===== config.mk =====
export PLATFORM = sky130hd
export DESIGN_NAME = pin_function_select
export DESIGN_NICKNAME = d
export VERILOG_FILES = /design/src/hw/pin_mux_pkg.sv /design/src/hw/pin_sync.sv /design/src/hw/reset_release.sv /design/src/hw/pin_function_select.sv
export SDC_FILE = /design/constraint.sdc
export NUM_CORES = 1
export LEC_CHECK = 0
export ABC_AREA = 1
export BUFFER_PORTS_ARGS = -buffer_cell sky130_fd_sc_hd__buf_4
export CAP_MARGIN = 20
export CELL_PAD_IN_SITES_DETAIL_PLACEMENT = 1
export CELL_PAD_IN_SITES_GLOBAL_PLACEMENT = 1
export CORE_ASPECT_RATIO = 1.2
export CORE_MARGIN = 2
export CORE_UTILIZATION = 37
export CTS_CLUSTER_SIZE = 25
export DETAILED_ROUTE_END_ITERATION = 10
export PLACE_DENSITY = 0.81
export SYNTH_ARGS = -nofsm -noshare
export SYNTH_HDL_FRONTEND = slang
export SYNTH_SLANG_ARGS = --single-unit

===== constraint.sdc =====
create_clock -name clk_sys -period 2.09 [get_ports clk_sys]
set_input_delay 0.418 -clock clk_sys [delete_from_list [all_inputs] [get_ports clk_sys]]
set_output_delay 0.418 -clock clk_sys [all_outputs]
set_load 0.03 [all_outputs]

===== src/hw/pin_mux_pkg.sv =====
package pin_mux_pkg;
   localparam int PA_W = 12;
   localparam int PD_W = 5;
   localparam int PWM_MODS = 2;
   localparam int PWM_SUBS = 4;
   localparam int PWM_PINS_PER_SUB = 3;
   localparam int PWM_W = PWM_MODS * PWM_SUBS * PWM_PINS_PER_SUB;
   localparam int FAULT_W = 4;
   localparam int DATA_W = 32;
   localparam int ADDR_W = 4;
   localparam int RST_RELEASE_CYCLES = 32;

   localparam logic [ADDR_W-1:0] ADDR_PA_DATA = 4'h0;
   localparam logic [ADDR_W-1:0] ADDR_PA_DIR = 4'h1;
   localparam logic [ADDR_W-1:0] ADDR_PA_PER = 4'h2;
   localparam logic [ADDR_W-1:0] ADDR_PA_PIN = 4'h3;
   localparam logic [ADDR_W-1:0] ADDR_PD_DATA = 4'h4;
   localparam logic [ADDR_W-1:0] ADDR_PD_DIR = 4'h5;
   localparam logic [ADDR_W-1:0] ADDR_PD_PER = 4'h6;
   localparam logic [ADDR_W-1:0] ADDR_PD_PIN = 4'h7;
   localparam logic [ADDR_W-1:0] ADDR_PSEL = 4'h8;
   localparam logic [ADDR_W-1:0] ADDR_ADC_CTRL = 4'h9;
   localparam logic [ADDR_W-1:0] ADDR_PWM_MODE = 4'hA;
   localparam logic [ADDR_W-1:0] ADDR_PWM_FMASK = 4'hB;
   localparam logic [ADDR_W-1:0] ADDR_STATUS = 4'hC;

   localparam logic [PA_W-1:0] PA_PER_RST = 12'h000;
   localparam logic [PD_W-1:0] PD_PER_RST = 5'h1F;

   // port D bit positions
   localparam int PD_TDI = 0;
   localparam int PD_TDO = 1;
   localparam int PD_TCK = 2;
   localparam int PD_TMS = 3;
   localparam int PD_RST = 4;

   // port A pin that carries the comparator C output
   localparam int PA_CMPC_BIT = 0;
   localparam int PA_REFH_BIT = 2;
   localparam int PA_REFL_BIT = 3;
   // converter control fields
   localparam int ADC_REFH_SEL = 0;
   localparam int ADC_REFL_SEL = 1;
endpackage : pin_mux_pkg


===== src/hw/pin_sync.sv =====
`timescale 1ns/1ps
module pin_sync #(
   parameter int W = 1,
   parameter logic [W-1:0] INIT = '0
) (
   input wire logic clk_sys,
   input wire logic resetn,
   input wire logic [W-1:0] d,
   output logic [W-1:0] q
);
   typedef struct packed {
      logic [W-1:0] meta;
      logic [W-1:0] stable;
   } sync_s;
   sync_s st_ff;
   sync_s nxt_st;

   always_comb begin
      nxt_st.meta = d;
      nxt_st.stable = st_ff.meta;
   end

   always_ff @(posedge clk_sys) begin
      if (!resetn) begin
         st_ff <= {INIT, INIT};
      end else begin
         st_ff <= nxt_st;
      end
   end

   assign q = st_ff.stable;
endmodule : pin_sync


===== src/hw/reset_release.sv =====
`timescale 1ns/1ps
module reset_release #(
   parameter int CYCLES = pin_mux_pkg::RST_RELEASE_CYCLES
) (
   input wire logic clk_sys,
   input wire logic resetn,
   input wire logic hold,
   output logic sys_reset_n
);
   localparam int CW = $clog2(CYCLES + 1);
   localparam logic [CW-1:0] CNT_MAX = CW'(CYCLES - 1);
   typedef struct packed {
      logic [CW-1:0] cnt;
      logic rel;
   } rel_s;
   rel_s st_ff;
   rel_s nxt_st;

   always_comb begin
      nxt_st = st_ff;
      if (hold) begin
         nxt_st.cnt = '0; // RULE10
         nxt_st.rel = 1'b0;
      end else if (!st_ff.rel) begin
         if (st_ff.cnt == CNT_MAX) begin
            nxt_st.rel = 1'b1; // RULE11
         end else begin
            nxt_st.cnt = st_ff.cnt + CW'(1);
         end
      end
   end

   always_ff @(posedge clk_sys) begin
      if (!resetn) begin
         st_ff <= '0;
      end else begin
         st_ff <= nxt_st;
      end
   end

   assign sys_reset_n = st_ff.rel;
endmodule : reset_release


===== src/hw/pin_function_select.sv =====
// Strobed register access and the placing of the registers were decided locally.
`timescale 1ns/1ps
// Notes on behaviour
// RULE1 - after any reset every pin sits on its primary function with no alternative routed; here only resetn reloads it, not watchdog or software reset.
// RULE2 - an alternative function reaches a pin only once its enable bit and select field are set.
// RULE3 - each port bit has its own direction bit, written without touching the others.
// RULE4 - each of the 24 pulse-width pins is either a waveform output or a capture input.
// RULE5 - fault inputs are routed in and can switch off selected pulse-width outputs.
// RULE6 - the external watchdog output pin is low while the watchdog condition is asserted.
// RULE7 - after reset the test data pin is a test input sampled on a test clock rise, pulled up.
// RULE8 - test data out is driven only in the shift states and changes on a test clock fall.
// RULE9 - the test mode pin is sampled on a test clock rise and is pulled up.
// RULE10 - while the reset pin is low in its reset function the system is held in reset.
// RULE11 - after the reset pin goes high the system reset ends after a fixed cycle count.
// RULE12 - as a port bit the reset pin is input or open-drain output and no longer resets.
// RULE13 - during reset the test and reset pins are inputs with pullups on.
// RULE14 - each port A pin is a port bit after reset and an input while reset is active.
// RULE15 - port A bits 2 and 3 are analog channel or converter reference by converter control.
// RULE16 - port A bit 0 can drive the comparator C output onto the pin when selected.
// RULE17 - with its enable bit clear a pin follows port direction and data, whatever the select.
module pin_function_select #(
   parameter int RST_CYCLES = pin_mux_pkg::RST_RELEASE_CYCLES
) (
   input wire logic clk_sys,
   input wire logic resetn,
   input wire logic [pin_mux_pkg::ADDR_W-1:0] reg_addr,
   input wire logic [pin_mux_pkg::DATA_W-1:0] reg_wdata,
   input wire logic reg_wr,
   input wire logic reg_rd,
   output logic [pin_mux_pkg::DATA_W-1:0] reg_rdata,
   input wire logic [pin_mux_pkg::PA_W-1:0] pa_in,
   output logic [pin_mux_pkg::PA_W-1:0] pa_out,
   output logic [pin_mux_pkg::PA_W-1:0] pa_oe,
   output logic [pin_mux_pkg::PA_W-1:0] pa_analog_en,
   output logic adc_a_channel2_en,
   output logic adc_a_ref_high_en,
   output logic adc_a_channel3_en,
   output logic adc_a_ref_low_en,
   input wire logic comparator_c_out,
   input wire logic [pin_mux_pkg::PD_W-1:0] pd_in,
   output logic [pin_mux_pkg::PD_W-1:0] pd_out,
   output logic [pin_mux_pkg::PD_W-1:0] pd_oe,
   output logic [pin_mux_pkg::PD_W-1:0] pd_pullup_en,
   output logic tap_tdi,
   output logic tap_tms,
   output logic tap_tck_rise,
   input wire logic tap_tdo,
   input wire logic tap_shift,
   input wire logic watchdog_reset_source,
   input wire logic sw_reset_req,
   output logic sys_reset_n,
   input wire logic ewm_assert,
   output logic ext_watchdog_out_n,
   input wire logic [pin_mux_pkg::PWM_W-1:0] pwm_sub_pin_in,
   output logic [pin_mux_pkg::PWM_W-1:0] pwm_sub_pin_out,
   output logic [pin_mux_pkg::PWM_W-1:0] pwm_sub_pin_oe,
   input wire logic [pin_mux_pkg::PWM_W-1:0] pwm_wave,
   output logic [pin_mux_pkg::PWM_W-1:0] pwm_capture,
   input wire logic [pin_mux_pkg::FAULT_W-1:0] pwm_fault_in,
   output logic [pin_mux_pkg::FAULT_W-1:0] pwm_fault
);
   localparam int PA_W = pin_mux_pkg::PA_W;
   localparam int PD_W = pin_mux_pkg::PD_W;
   localparam int PWM_W = pin_mux_pkg::PWM_W;
   localparam int FAULT_W = pin_mux_pkg::FAULT_W;
   localparam int DATA_W = pin_mux_pkg::DATA_W;
   localparam int SYNC_W = PA_W + PD_W + PWM_W + FAULT_W;

   typedef struct packed {
      logic [PA_W-1:0] pa_data;
      logic [PA_W-1:0] pa_dir;
      logic [PA_W-1:0] pa_per;
      logic [PA_W-1:0] peripheral_select_reg;
      logic [PD_W-1:0] pd_data;
      logic [PD_W-1:0] pd_dir;
      logic [PD_W-1:0] pd_per;
      logic [1:0] adc_ctrl;
      logic [PWM_W-1:0] pwm_cap_mode;
      logic [PWM_W-1:0] pwm_fmask;
      logic [DATA_W-1:0] rdata;
      logic tck_prev;
      logic tdi_smp;
      logic tms_smp;
      logic tck_rise;
      logic tdo_q;
      logic wdog_n;
   } mux_s;
   mux_s st_ff;
   mux_s nxt_st;

   logic [SYNC_W-1:0] sync_q;
   logic [PA_W-1:0] pa_s;
   logic [PD_W-1:0] pd_s;
   logic [PWM_W-1:0] pwm_s;
   logic [FAULT_W-1:0] fault_s;
   logic fault_any;
   logic pin_rst_req;
   logic [PA_W-1:0] pa_alt;

   // pins are asynchronous to clk_sys; idle high so a pulled-up reset pin is not seen low
   pin_sync #(.W(SYNC_W), .INIT({SYNC_W{1'b1}})) u_sync (
      .clk_sys(clk_sys),
      .resetn(resetn),
      .d({pa_in, pd_in, pwm_sub_pin_in, pwm_fault_in}),
      .q(sync_q)
   );
   assign {pa_s, pd_s, pwm_s, fault_s} = sync_q;
   assign fault_any = |fault_s;

   // pin reset counts only while the pin keeps its reset function
   assign pin_rst_req = st_ff.pd_per[pin_mux_pkg::PD_RST] & ~pd_s[pin_mux_pkg::PD_RST]; // RULE12

   reset_release #(.CYCLES(RST_CYCLES)) u_rst (
      .clk_sys(clk_sys),
      .resetn(resetn),
      .hold(pin_rst_req | watchdog_reset_source | sw_reset_req), // RULE10
      .sys_reset_n(sys_reset_n)
   );

   always_comb begin
      nxt_st = st_ff;
      if (reg_wr) begin
         case (reg_addr)
            pin_mux_pkg::ADDR_PA_DATA: nxt_st.pa_data = reg_wdata[PA_W-1:0];
            pin_mux_pkg::ADDR_PA_DIR: nxt_st.pa_dir = reg_wdata[PA_W-1:0]; // RULE3
            pin_mux_pkg::ADDR_PA_PER: nxt_st.pa_per = reg_wdata[PA_W-1:0]; // RULE2
            pin_mux_pkg::ADDR_PD_DATA: nxt_st.pd_data = reg_wdata[PD_W-1:0];
            pin_mux_pkg::ADDR_PD_DIR: nxt_st.pd_dir = reg_wdata[PD_W-1:0]; // RULE3
            pin_mux_pkg::ADDR_PD_PER: nxt_st.pd_per = reg_wdata[PD_W-1:0];
            pin_mux_pkg::ADDR_PSEL: nxt_st.peripheral_select_reg = reg_wdata[PA_W-1:0]; // RULE2
            pin_mux_pkg::ADDR_ADC_CTRL: nxt_st.adc_ctrl = reg_wdata[1:0]; // RULE15
            pin_mux_pkg::ADDR_PWM_MODE: nxt_st.pwm_cap_mode = reg_wdata[PWM_W-1:0]; // RULE4
            pin_mux_pkg::ADDR_PWM_FMASK: nxt_st.pwm_fmask = reg_wdata[PWM_W-1:0]; // RULE5
            default: ;
         endcase
      end
      nxt_st.rdata = '0;
      if (reg_rd) begin
         case (reg_addr)
            pin_mux_pkg::ADDR_PA_DATA: nxt_st.rdata = DATA_W'(st_ff.pa_data);
            pin_mux_pkg::ADDR_PA_DIR: nxt_st.rdata = DATA_W'(st_ff.pa_dir);
            pin_mux_pkg::ADDR_PA_PER: nxt_st.rdata = DATA_W'(st_ff.pa_per);
            pin_mux_pkg::ADDR_PA_PIN: nxt_st.rdata = DATA_W'(pa_s);
            pin_mux_pkg::ADDR_PD_DATA: nxt_st.rdata = DATA_W'(st_ff.pd_data);
            pin_mux_pkg::ADDR_PD_DIR: nxt_st.rdata = DATA_W'(st_ff.pd_dir);
            pin_mux_pkg::ADDR_PD_PER: nxt_st.rdata = DATA_W'(st_ff.pd_per);
            pin_mux_pkg::ADDR_PD_PIN: nxt_st.rdata = DATA_W'(pd_s);
            pin_mux_pkg::ADDR_PSEL: nxt_st.rdata = DATA_W'(st_ff.peripheral_select_reg);
            pin_mux_pkg::ADDR_ADC_CTRL: nxt_st.rdata = DATA_W'(st_ff.adc_ctrl);
            pin_mux_pkg::ADDR_PWM_MODE: nxt_st.rdata = DATA_W'(st_ff.pwm_cap_mode);
            pin_mux_pkg::ADDR_PWM_FMASK: nxt_st.rdata = DATA_W'(st_ff.pwm_fmask);
            pin_mux_pkg::ADDR_STATUS: nxt_st.rdata = DATA_W'({tap_shift, sys_reset_n, fault_s});
            default: nxt_st.rdata = '0;
         endcase
      end
      // test pins: rise samples the inputs, fall moves the output
      nxt_st.tck_prev = pd_s[pin_mux_pkg::PD_TCK];
      nxt_st.tck_rise = pd_s[pin_mux_pkg::PD_TCK] & ~st_ff.tck_prev;
      if (pd_s[pin_mux_pkg::PD_TCK] & ~st_ff.tck_prev) begin
         // a pin taken over by the port leaves the test port seeing its pulled-up idle level
         nxt_st.tdi_smp = st_ff.pd_per[pin_mux_pkg::PD_TDI] ? pd_s[pin_mux_pkg::PD_TDI] : 1'b1; // RULE7
         nxt_st.tms_smp = st_ff.pd_per[pin_mux_pkg::PD_TMS] ? pd_s[pin_mux_pkg::PD_TMS] : 1'b1; // RULE9
      end
      if (~pd_s[pin_mux_pkg::PD_TCK] & st_ff.tck_prev) begin
         nxt_st.tdo_q = tap_tdo; // RULE8
      end
      nxt_st.wdog_n = ~ewm_assert; // RULE6
   end

   always_ff @(posedge clk_sys) begin
      if (!resetn) begin
         st_ff <= '0;
         st_ff.pa_per <= pin_mux_pkg::PA_PER_RST; // RULE1
         st_ff.pd_per <= pin_mux_pkg::PD_PER_RST; // RULE1
         st_ff.tck_prev <= 1'b1;
         st_ff.tdi_smp <= 1'b1;
         st_ff.tms_smp <= 1'b1;
         st_ff.wdog_n <= 1'b1;
      end else begin
         st_ff <= nxt_st;
      end
   end

   assign reg_rdata = st_ff.rdata;
   assign tap_tdi = st_ff.tdi_smp;
   assign tap_tms = st_ff.tms_smp;
   assign tap_tck_rise = st_ff.tck_rise;
   assign ext_watchdog_out_n = st_ff.wdog_n;

   // port A: only bit 0 has a digital alternative; enable without it means analog input
   generate
      for (genvar i = 0; i < PA_W; i++) begin : g_pa
         if (i == pin_mux_pkg::PA_CMPC_BIT) begin : g_cmp
            assign pa_alt[i] = st_ff.pa_per[i] & st_ff.peripheral_select_reg[i]; // RULE16
         end else begin : g_plain
            assign pa_alt[i] = 1'b0;
         end
         assign pa_out[i] = pa_alt[i] ? comparator_c_out : st_ff.pa_data[i]; // RULE16
         assign pa_oe[i] = resetn & (pa_alt[i] | (~st_ff.pa_per[i] & st_ff.pa_dir[i])); // RULE14
         assign pa_analog_en[i] = st_ff.pa_per[i] & ~pa_alt[i]; // RULE17
      end
   endgenerate

   assign adc_a_ref_high_en = pa_analog_en[pin_mux_pkg::PA_REFH_BIT]
      & st_ff.adc_ctrl[pin_mux_pkg::ADC_REFH_SEL]; // RULE15
   assign adc_a_channel2_en = pa_analog_en[pin_mux_pkg::PA_REFH_BIT]
      & ~st_ff.adc_ctrl[pin_mux_pkg::ADC_REFH_SEL]; // RULE15
   assign adc_a_ref_low_en = pa_analog_en[pin_mux_pkg::PA_REFL_BIT]
      & st_ff.adc_ctrl[pin_mux_pkg::ADC_REFL_SEL]; // RULE15
   assign adc_a_channel3_en = pa_analog_en[pin_mux_pkg::PA_REFL_BIT]
      & ~st_ff.adc_ctrl[pin_mux_pkg::ADC_REFL_SEL]; // RULE15

   // port D: enable set means test or reset function, clear means port bit
   always_comb begin
      pd_out = st_ff.pd_data;
      pd_oe = st_ff.pd_dir & ~st_ff.pd_per; // RULE17
      if (st_ff.pd_per[pin_mux_pkg::PD_TDO]) begin
         pd_out[pin_mux_pkg::PD_TDO] = st_ff.tdo_q;
         pd_oe[pin_mux_pkg::PD_TDO] = tap_shift; // RULE8
      end
      // open drain: only ever pulls low
      pd_out[pin_mux_pkg::PD_RST] = 1'b0;
      pd_oe[pin_mux_pkg::PD_RST] = ~st_ff.pd_per[pin_mux_pkg::PD_RST]
         & st_ff.pd_dir[pin_mux_pkg::PD_RST] & ~st_ff.pd_data[pin_mux_pkg::PD_RST]; // RULE12
      if (!resetn) begin
         pd_oe = '0; // RULE13
      end
   end
   assign pd_pullup_en = {PD_W{~resetn}} | st_ff.pd_per | ~st_ff.pd_dir; // RULE13

   // pwm pins: outputs set in the fault mask lose drive on any fault input
   assign pwm_sub_pin_out = pwm_wave;
   assign pwm_sub_pin_oe = {PWM_W{resetn}} & ~st_ff.pwm_cap_mode
      & ~(st_ff.pwm_fmask & {PWM_W{fault_any}}); // RULE5
   assign pwm_capture = pwm_s & st_ff.pwm_cap_mode; // RULE4
   assign pwm_fault = fault_s; // RULE5
endmodule : pin_function_select


Word level (Yosys, flattened, before mapping)
Cells that the tools add are included.
{"block": "word_totals", "elab_cells": 132, "reg_bits": 248}
{"block": "classes", "mux": 9, "n_bitwise": 73, "add_sub_neg": 1, "reduce_logical": 15, "eq_ne": 13}
{"operator": "case mux 24 bit (13 select lines)", "count": 1}
{"operator": "AND 24 bit", "count": 4}
{"operator": "inverter 24 bit", "count": 2}
{"operator": "AND 1 bit", "count": 35}
{"operator": "inverter 1 bit", "count": 24}
{"operator": "AND reduction 2 bit", "count": 12}
{"operator": "== test 4 bit (second input constant)", "count": 5}
{"operator": "== test 4 x 3 -> 1 bit (second input constant)", "count": 4}
{"operator": "OR 5 bit", "count": 2}
{"operator": "== test 4 x 2 -> 1 bit (second input constant)", "count": 2}
{"operator": "2-to-1 mux 1 bit", "count": 7}
{"operator": "adder 6 x 1 -> 6 bit (second input constant)", "count": 1}
{"operator": "== test 6 x 5 -> 1 bit (second input constant)", "count": 1}
{"operator": "2-to-1 mux 5 bit", "count": 1}
{"operator": "inverter 5 bit", "count": 1}
{"operator": "AND 4 bit", "count": 1}
{"operator": "== test 4 x 1 -> 1 bit (second input constant)", "count": 1}
{"operator": "logical NOT 4 bit", "count": 1}
{"operator": "inverter 4 bit", "count": 1}
{"operator": "OR reduction 4 bit", "count": 1}
{"operator": "OR 1 bit", "count": 3}
{"operator": "OR reduction 2 bit", "count": 1}

Longest topological paths before layout
Gate-level depths: netlist of run 1.
{"block": "logic_depth", "ltp_word": 5, "ltp_mapped": 9}

By module
Synthesis of run 1 repeated with hierarchy kept, for this count alone.
{"block": "hier_totals", "cells_unflattened": 1391, "area_unflattened_um2": 10148.5}
{"module": "pin_function_select", "area_each_um2": 7160.6, "cells_each": 1059, "instances": 1}
{"module": "pin_sync", "area_each_um2": 2612.5, "cells_each": 280, "instances": 1}
{"module": "reset_release", "area_each_um2": 375.4, "cells_each": 52, "instances": 1}

Least setup slack after synthesis of run 1
OpenSTA, ideal clock, no wires.
{"block": "synth_timing", "kind": "input-to-output", "from": "input port resetn", "to": "output port pd_pullup_en[2] (netlist bit)", "t_required_ns": 1.672, "setup_slack_ns": -0.188, "arrival_time_ns": 1.860, "stages": 4, "cell_sequence": "clkinv_1 clkbuf_1 nor3_1 inv_1"}
{"block": "synth_between", "elab_chain_cells": 3}
{"element": "from (decl)", "line_no": "pin_function_select.sv:25", "source": "input wire logic resetn,"}
{"element": "inverter 1 bit", "line_no": "pin_function_select.sv:229", "source": "assign pd_pullup_en = {PD_W{~resetn}} | st_ff.pd_per | ~st_ff.pd_dir;"}
{"element": "OR 5 bit (2 in a row)", "line_no": "pin_function_select.sv:229"}
{"element": "to (decl)", "line_no": "pin_function_select.sv:43", "source": "output logic [pin_mux_pkg::PD_W-1:0] pd_pullup_en,"}
No other way between the ends.

Worst setup path in the final report of run 1
{"block": "layout_timing", "from": "register u_sync.st_ff, in the netlist u_sync.q[1]", "to": "output port pwm_sub_pin_oe[16] (netlist bit)"}
{"block": "layout_between", "elab_chain_cells": 4}
{"element": "from (decl)", "line_no": "pin_sync.sv:15", "source": "sync_s st_ff;"}
{"element": "from (signal assigned)", "line_no": "pin_sync.sv:25", "source": "st_ff <= {INIT, INIT};"}
{"element": "from (signal assigned)", "line_no": "pin_sync.sv:27", "source": "st_ff <= nxt_st;"}
{"element": "OR reduction 4 bit", "line_no": "pin_function_select.sv:108", "source": "assign fault_any = |fault_s;"}
{"element": "AND 24 bit", "line_no": "pin_function_select.sv:234", "source": "& ~(st_ff.pwm_fmask & {PWM_W{fault_any}});"}
{"element": "inverter 24 bit", "line_no": "pin_function_select.sv:234"}
{"element": "AND 24 bit", "line_no": "pin_function_select.sv:234"}
{"element": "to (decl)", "line_no": "pin_function_select.sv:56", "source": "output logic [pin_mux_pkg::PWM_W-1:0] pwm_sub_pin_oe,"}
No other way between the ends.

==> metrics.yaml, run 1 <==
period_share: 1.14
remaining_drc_errors: 0
hold_viol_final: 0
wirelength_um: 33200
grt_pass1_vias: 9370
final_common_cell: "buf_4"
gp_congestion: 0.877
setup.worst_path.class: "flop to primary output"
boundaryPins: 283
clock_insertion_delay_at_the_later_pin_of_the_skew_report_ns: 0.53
synth_enable_flop_cells: 0
finish.net_count: 1550
total_leakage_power_nw: 5.37
core-area_sq_um: 26400
drt-initial-drc-count: 415
synth.yosys.seq_area_share: 0.484
slew_viol_final: 0
die_area_sq_um: 28100
detail-route-antenna-nets: 0
critical_path_required_ns: 1.67
synthArstFlopShare: 0
routedWlPerCell_um: 18.6
global_route.usage.total: 0.228
drtPass1Iterations: 4
global_route_wire_length_before_repair_um: 50900
max_cap_violations: 0
route.vias.total: 8964
start_util: 0.376
timing.slew.headroom: 0.460
final_cell_mix: "buf_4, dfxtp_1, nand2_1"
synth_cell_type_count: 27
clock-root-buffer: "clkbuf_16"
setup.worst_path.end_class: "primary output"
worst_path_largest_cell_delay_ns: 0.36
die_h_um: 183
clockBufferDepth: 3
std_cell_rows: 65
crit_fanout: 6
number_of_antenna_violations_at_the_first_check_in_global_routing: 0
yosysWarningCount: 0
vdd_ir_drop_max_mv: 0.532
place.port_buffers: 217
post-route-util: 0.470
path_common_cell: "buf_4"
totalPowerFinal_mw: 10.5
numClockSinks: 240
vias_per_cell: 5.01
worst_slack_ns: -0.287
grt_remaining_overflow: 0
synth-main-ff-cell: "dfxtp_1"
unrepaired_setup_endpoints_after_global_routing: "yes"
path_clk_slew_ns: 0.06
max_freq_mhz: 421
start_kind: "flop"
synth_area_per_cell_sq_um: 7.64
worst-endpoint-arrival_ns: 1.96
hpwlAfterDp_um: 23600
drive_above_1_share: 0.288
hp-start: "ewm_assert"
finalSetupViolCount: 24
die_x_um: 153
powerDensity_nw_per_um2: 846
cts-buffers-inserted: 26
worst_setup_sp: "u_sync.q[1]"
tritoncts: "built"
area_growth_pct: 24.9
regToRegStartpoint: "u_rst.st_ff[1]"
num_antenna_cells: 0
postSynthRegisterBits: 240
crit_path_top_delay_cell: "dfxtp_4"
violations: "setup timing"
finalClockSkew_ns: 0.0114
worstPathCellList: "nor4_4, buf_6, buf_12, buf_4, o21ai_1, nor2_1, buf_4"
final_period_minus_worst_setup_slack_ns: 2.38
synth_cells: 1298
worst_hold_path_type: "input pin to flop"
outcome: "complete, but fails checks"
largest_net_degree_at_the_start_of_global_routing: 55
synth_area_sq_um: 9920
htree_num_levels: 1
timing_worst_slew_pin_value_ns: 0.807
-- synthesized netlist by cell type, types with 2 or more instances --
cell type | count | area share
dfxtp_1 | 240 | 0.48
nand2_1 | 205 | 0.078
a21oi_1 | 137 | 0.069
inv_1 | 119 | 0.045
o21ai_0 | 117 | 0.059
nand3_1 | 105 | 0.053
or2_2 | 90 | 0.057
nor2_1 | 89 | 0.034
buf_4 | 88 | 0.067
clkbuf_1 | 37 | 0.014
buf_2 | 26 | 0.013
nor3_1 | 19 | 0.0096
inv_2 | 4 | 0.0015
nand2_2 | 4 | 0.0025
buf_1 | 3 | 0.0011
buf_6 | 3 | 0.0034
nor2_4 | 2 | 0.0023
-- stage by stage --
step           setup slack (ns)  TNS (ns)  instances  hold WS [ns]  area, sq um
3_5_place_dp             0.0987         0       1736         0.399        11400
4_1_cts                  -0.311     -5.91       1789        0.0394        12400
2_1_floorplan            -0.188    -0.376       1306         0.393         9960
3_3_place_gp              0.165         0       1736         0.394        11400
6_report                 -0.287     -5.28       1789        0.0574        12400
5_1_grt                  -0.337     -7.29       1789        0.0436        12400
-- path summary, 6_finish.rpt --
kind	endpoint	slack, ns	cells past startpoint
setup / recovery	pwm_sub_pin_oe[16]	-0.29	7
hold / removal	ext_watchdog_out_n	0.06	2
setup reg to reg	u_rst.st_ff[1]	0.41	6
hold reg to reg	u_sync.q[5]	0.41	1
-- repair_timing --
action | CTS | global route
setup buffers | 4 | 0
resized for setup | 6 | 21
hold buffers | 0 | 0
cloned | 1 | 1
setup endpoints to repair | 24 | 24
pin swaps | 4 | 10
-- cells by family (layout without fill, tap and decap cells) --
| logic type | Yosys count | in the layout | synth area share |
|---|---|---|---|
| flops | 240 | 240 | 0.484 |
| fa+ha+maj | 1 | 1 | 0.00126 |
| buf+inv | 281 | 429 | 0.145 |
| other cells | 1 | 9 | 0.000378 |
| compound gates | 256 | 256 | 0.129 |
| xor+xnor | 1 | 1 | 0.000883 |
| simple gates | 518 | 518 | 0.239 |
-- flip-flops by register name, indices dropped and copies added (netlist names) --
| signal | cells |
|---|---|
| reg_rdata | 24 |
| pa_out | 11 |
| pa_analog_en | 11 |
| tap_tdi | 1 |
| ext_watchdog_out_n | 1 |
| pd_out | 3 |
| u_sync.nxt_st | 45 |
| tap_tck_rise | 1 |
| u_sync.q | 45 |
| st_ff | 90 |
| tap_tms | 1 |
| u_rst.sys_reset_n | 1 |
| u_rst.st_ff | 6 |
-- final cells by class --
class | count | area [sq um]
Fill cell | 3244 | 14000
Sequential cell | 240 | 4810
Multi-Input combinational cell | 785 | 3750
Timing Repair Buffer | 257 | 2040
Clock buffer | 34 | 762
Inverter | 124 | 468
Tap cell | 335 | 419
Clock inverter | 14 | 138
-- routing by layer --
layer | global-route usage | up-vias | part of all wire
li1 | - | 4310 | -
met1 | 0.267 | 4310 | 0.40
met2 | 0.424 | 266 | 0.52
met3 | 0.0272 | 78 | 0.045
met4 | 0.0822 | 0 | 0.036
met5 | 0 | - | 0
-- critical path, delay by kind of cell (launching register included) --
family,cells,cell delay (ns)
AO/OA/AOI/OAI,1,0.05
buffers and inverters,4,0.61
flip-flops,1,0.36
AND/OR/NAND/NOR,2,0.41
-- report_power, final --
part / internal, mW / switching, mW
clock: 2.82 / 1.96
combinational: 0.348 / 0.576
sequential: 4.71 / 0.0634
total: 7.87 / 2.60
Note: power is estimated with default switching activity, not from simulation.
==> run 2, diff against run 1 <==
--- a/config.mk
+++ b/config.mk
@@ -15,7 +15,9 @@
 export CORE_UTILIZATION = 37
 export CTS_CLUSTER_SIZE = 25
 export DETAILED_ROUTE_END_ITERATION = 10
-export PLACE_DENSITY = 0.81
+export PLACE_DENSITY = 0.91
+export SETUP_SLACK_MARGIN = 0.05
 export SYNTH_ARGS = -nofsm -noshare
 export SYNTH_HDL_FRONTEND = slang
+export SYNTH_HIERARCHICAL = 1
 export SYNTH_SLANG_ARGS = --single-unit
==> run 2 against run 1 <==
The flow still finishes with violations (setup timing); flip-flop and latch count stayed put; global-route usage is 1.6 points higher; first-iteration DRC count is 34% higher; register-to-register slack better by 0.30 ns; non-clock buffer count is 3 higher; critical path depth stayed put; die area is 2.2% higher; sequential power hardly changed; critical path type unchanged; largest cell class unchanged; highest routed layer unchanged.
==> metrics.yaml, run 2 <==
outcome: "complete, but fails checks"  # unchanged
violations: "setup timing"  # unchanged
max_freq_mhz: 419  # was 421 MHz
powerDensity_nw_per_um2: 861  # was 846 nW/um^2
drt-initial-drc-count: 556  # was 415
die_x_um: 155  # was 153 um
clockBufferDepth: 3  # unchanged
tritoncts: "built"  # unchanged
regArea_sq_um: 4810  # about the same
synthTopCellsByArea: "dfxtp_1, nand2_1, inv_1"  # was dfxtp_1, nand2_1, a21oi_1
min_path_cells: 3  # was 2
largest_net_degree_at_the_start_of_global_routing: 76  # was 55
largest-register: "st_ff"  # unchanged
synth_common_cells: "nand2_1, dfxtp_1, inv_1, a21oi_1, o21ai_0"  # was dfxtp_1, nand2_1, a21oi_1, inv_1, o21ai_0
comb_power_share: 0.091  # was 0.088
crit_fanout: 5  # was 6
std_cell_rows: 66  # was 65
die_h_um: 185  # was 183 um
route.vias.total: 9675  # was 8964
switching_power_mw: 2.70  # was 2.60 mW
vdd_ir_drop_max_mv: 0.487  # was 0.532 mV
cts-buffers-inserted: 26  # unchanged
num_antenna_cells: 0  # unchanged
place.port_buffers: 217  # unchanged
boundaryPins: 283  # unchanged
max_cap_violations: 0  # unchanged
seq_power_share: 0.432  # was 0.455
routedWlPerCell_um: 19.0  # was 18.6 um
critical_path_required_ns: 1.67  # about the same
setup.worst_path.end_class: "primary output"  # unchanged
remaining_drc_errors: 0  # unchanged
start_kind: "flop"  # unchanged
grt_pass1_vias: 10100  # was 9370
vias_per_cell: 5.10  # was 5.01
netlist.area_leader.share: 0.473  # was 0.484
min_to: "u_sync/nxt_st[28]"  # was ext_watchdog_out_n
finish.net_count: 1653  # was 1550
final_common_cell: "nand2_1"  # was buf_4
drive_above_1_share: 0.232  # was 0.288
global_route_wire_length_before_repair_um: 54700  # was 50900 um
multi_input_comb_area_sq_um: 3680  # was 3750 sq um
start_util: 0.375  # was 0.376
power.internal_mw: 8.36  # was 7.87 mW
synth_cells: 1391  # was 1298
clock_insertion_delay_at_the_later_pin_of_the_skew_report_ns: 0.55  # was 0.53 ns
cts_hold_buf: 0  # unchanged
wirelength_um: 36000  # was 33200 um
grt_remaining_overflow: 0  # unchanged
fillers: 3388  # was 3244
finalClockSkew_ns: 0.0199  # was 0.0114 ns
path_clk_slew_ns: 0.06  # about the same
hold_viol_final: 0  # unchanged
worst_slack_ns: -0.298  # was -0.287 ns
number_of_flip_flops_in_the_largest_register: 90  # unchanged
htree_num_levels: 1  # unchanged
total_leakage_power_nw: 6.08  # was 5.37 nW
power_frac_clock: 0.477  # was 0.457
totalPowerFinal_mw: 11.1  # was 10.5 mW
numClockSinks: 240  # unchanged
final_area_sq_um: 12800  # was 12400 sq um
fin_setup_tns_ns: -5.97  # was -5.28 ns
gp_congestion: 0.918  # was 0.877
yosysWarningCount: 6  # was 0
postSynthRegisterBits: 240  # unchanged
r2r_slack_ns: 0.71  # was 0.41 ns
clock-root-buffer: "clkbuf_16"  # unchanged
worst-endpoint-arrival_ns: 1.97  # was 1.96 ns
reg2reg_to: "u_rst/st_ff[3]"  # was u_rst.st_ff[1]
hp-start: "pd_in[0]"  # was ewm_assert
unrepaired_setup_endpoints_after_global_routing: "yes"  # unchanged
hpwlAfterDp_um: 25300  # was 23600 um
die_area_sq_um: 28800  # was 28100 sq um
p_sw_frac: 0.244  # was 0.248
post-synth-top-area-cell: "dfxtp_1"  # unchanged
synth.yosys.seq_area_share: 0.473  # was 0.484
library_cell_with_the_highest_instance_count_after_synthesis: "nand2_1"  # was dfxtp_1
setup.worst_path.class: "flop to primary output"  # unchanged
synth_enable_flop_cells: 0  # unchanged
slew_viol_final: 0  # unchanged
synth_area_per_cell_sq_um: 7.30  # was 7.64 sq um
detail-route-antenna-nets: 0  # unchanged
final_period_minus_worst_setup_slack_ns: 2.39  # was 2.38 ns
global_route.usage.total: 0.244  # was 0.228
placed_cell_area_sq_um: 11600  # was 11400 sq um
synth_cell_type_count: 28  # was 27
timing_worst_slew_pin_value_ns: 0.669  # was 0.807 ns
timing.slew.headroom: 0.553  # was 0.460
synthArstFlopShare: 0  # unchanged
number_of_antenna_violations_at_the_first_check_in_global_routing: 0  # unchanged
post-route-util: 0.474  # was 0.470
core-area_sq_um: 27100  # was 26400 sq um
drtPass1Iterations: 4  # unchanged
finalSetupViolCount: 24  # unchanged
period_share: 1.14  # about the same
worst-r2r-cell-count: 7  # was 6
final_cell_mix: "nand2_1, dfxtp_1, buf_4"  # was buf_4, dfxtp_1, nand2_1
synth_area_sq_um: 10100  # was 9920 sq um
area_growth_pct: 26.6  # was 24.9%
synth-main-ff-cell: "dfxtp_1"  # unchanged
regToRegStartpoint: "u_rst/st_ff[1]"  # was u_rst.st_ff[1]
worst_hold_path_type: "input pin to flop"  # unchanged
==> run 2: worst max-delay path, cell delays in order (launching register included) <==
cell,delay [ns]
dfxtp_4,0.35
nor4_4,0.32
buf_6,0.17
buf_12,0.12
buf_8,0.11
o21ai_2,0.05
nor2_2,0.15
buf_6,0.15
==> run 2: cells by family (layout without fill, tap and decap cells) <==
group | Yosys count | count (layout) | synth area share
and+or+nand+nor | 520 | 520 | 0.215
buffers and inverters | 369 | 527 | 0.180
AOI/OAI and AO/OA | 258 | 258 | 0.128
DFF | 240 | 240 | 0.473
xor gates and xnor gates | 2 | 2 | 0.00173
adders and majority gates | 1 | 1 | 0.00123
other | 1 | 9 | 0.000370
==> run 2: metrics by stage <==
step / hold slack, ns / worst slack, ns / cells
after floorplan: 0.380 / -0.0471 / 1399
after global placement: 0.382 / 0.253 / 1842
after detailed placement: 0.392 / 0.160 / 1842
after CTS: 0.0265 / -0.290 / 1897
after global routing: 0.0369 / -0.366 / 1897
final: 0.0449 / -0.298 / 1897
==> run 2: metal layers <==
metal  GRT usage  vias to the layer above  part of all wire
met5           0                        -                 0
met4       0.128                        0             0.052
met3      0.0311                      116             0.056
met2       0.437                      356              0.50
met1       0.284                     4675              0.39
li1            -                     4528                 -
==> run 2: power by group through the flow <==
stage | Sequential [mW] | Combinational [mW] | Clock, mW
2_1_floorplan | 4.86 | 0.646 | 0
3_5_place_dp | 4.88 | 0.949 | 0
4_1_cts | 4.78 | 0.991 | 5.35
3_3_place_gp | 4.87 | 0.919 | 0
5_1_grt | 4.79 | 1.08 | 5.55
6_report | 4.78 | 1.01 | 5.28
==> run 2: layout make-up <==
type                       count  share of cell area
timing repair buffer         260               0.165
sequential                   240               0.374
clock buffer                  32              0.0555
tap                          340              0.0331
multi-input combinational    790               0.286
clock inverter                16              0.0213
inverter                     219              0.0640
==> run 2: timing repair <==
item,4_1_cts,5_1_grt
gates resized for setup,44,19
hold endpoints to repair,0,0
setup buffers,5,1
pin swaps,10,16
cloned,2,0
endpoints found under the setup margin,24,24
==> run 2: how the worst max path moves through the flow <==
stage | to | slack (ns) | startpoint | cells past startpoint
CTS | pwm_sub_pin_oe[5] | -0.29 | u_sync/q[2] | 7
finish | pwm_sub_pin_oe[6] | -0.30 | u_sync/q[1] | 7
floorplan | pd_pullup_en[2] | -0.05 | resetn | 4
detailed placement | pa_analog_en[3] | 0.16 | reg_addr[0] | 7
global route | pwm_sub_pin_oe[9] | -0.37 | u_sync/q[1] | 6
global placement | pwm_sub_pin_oe[0] | 0.25 | u_sync/q[0] | 5
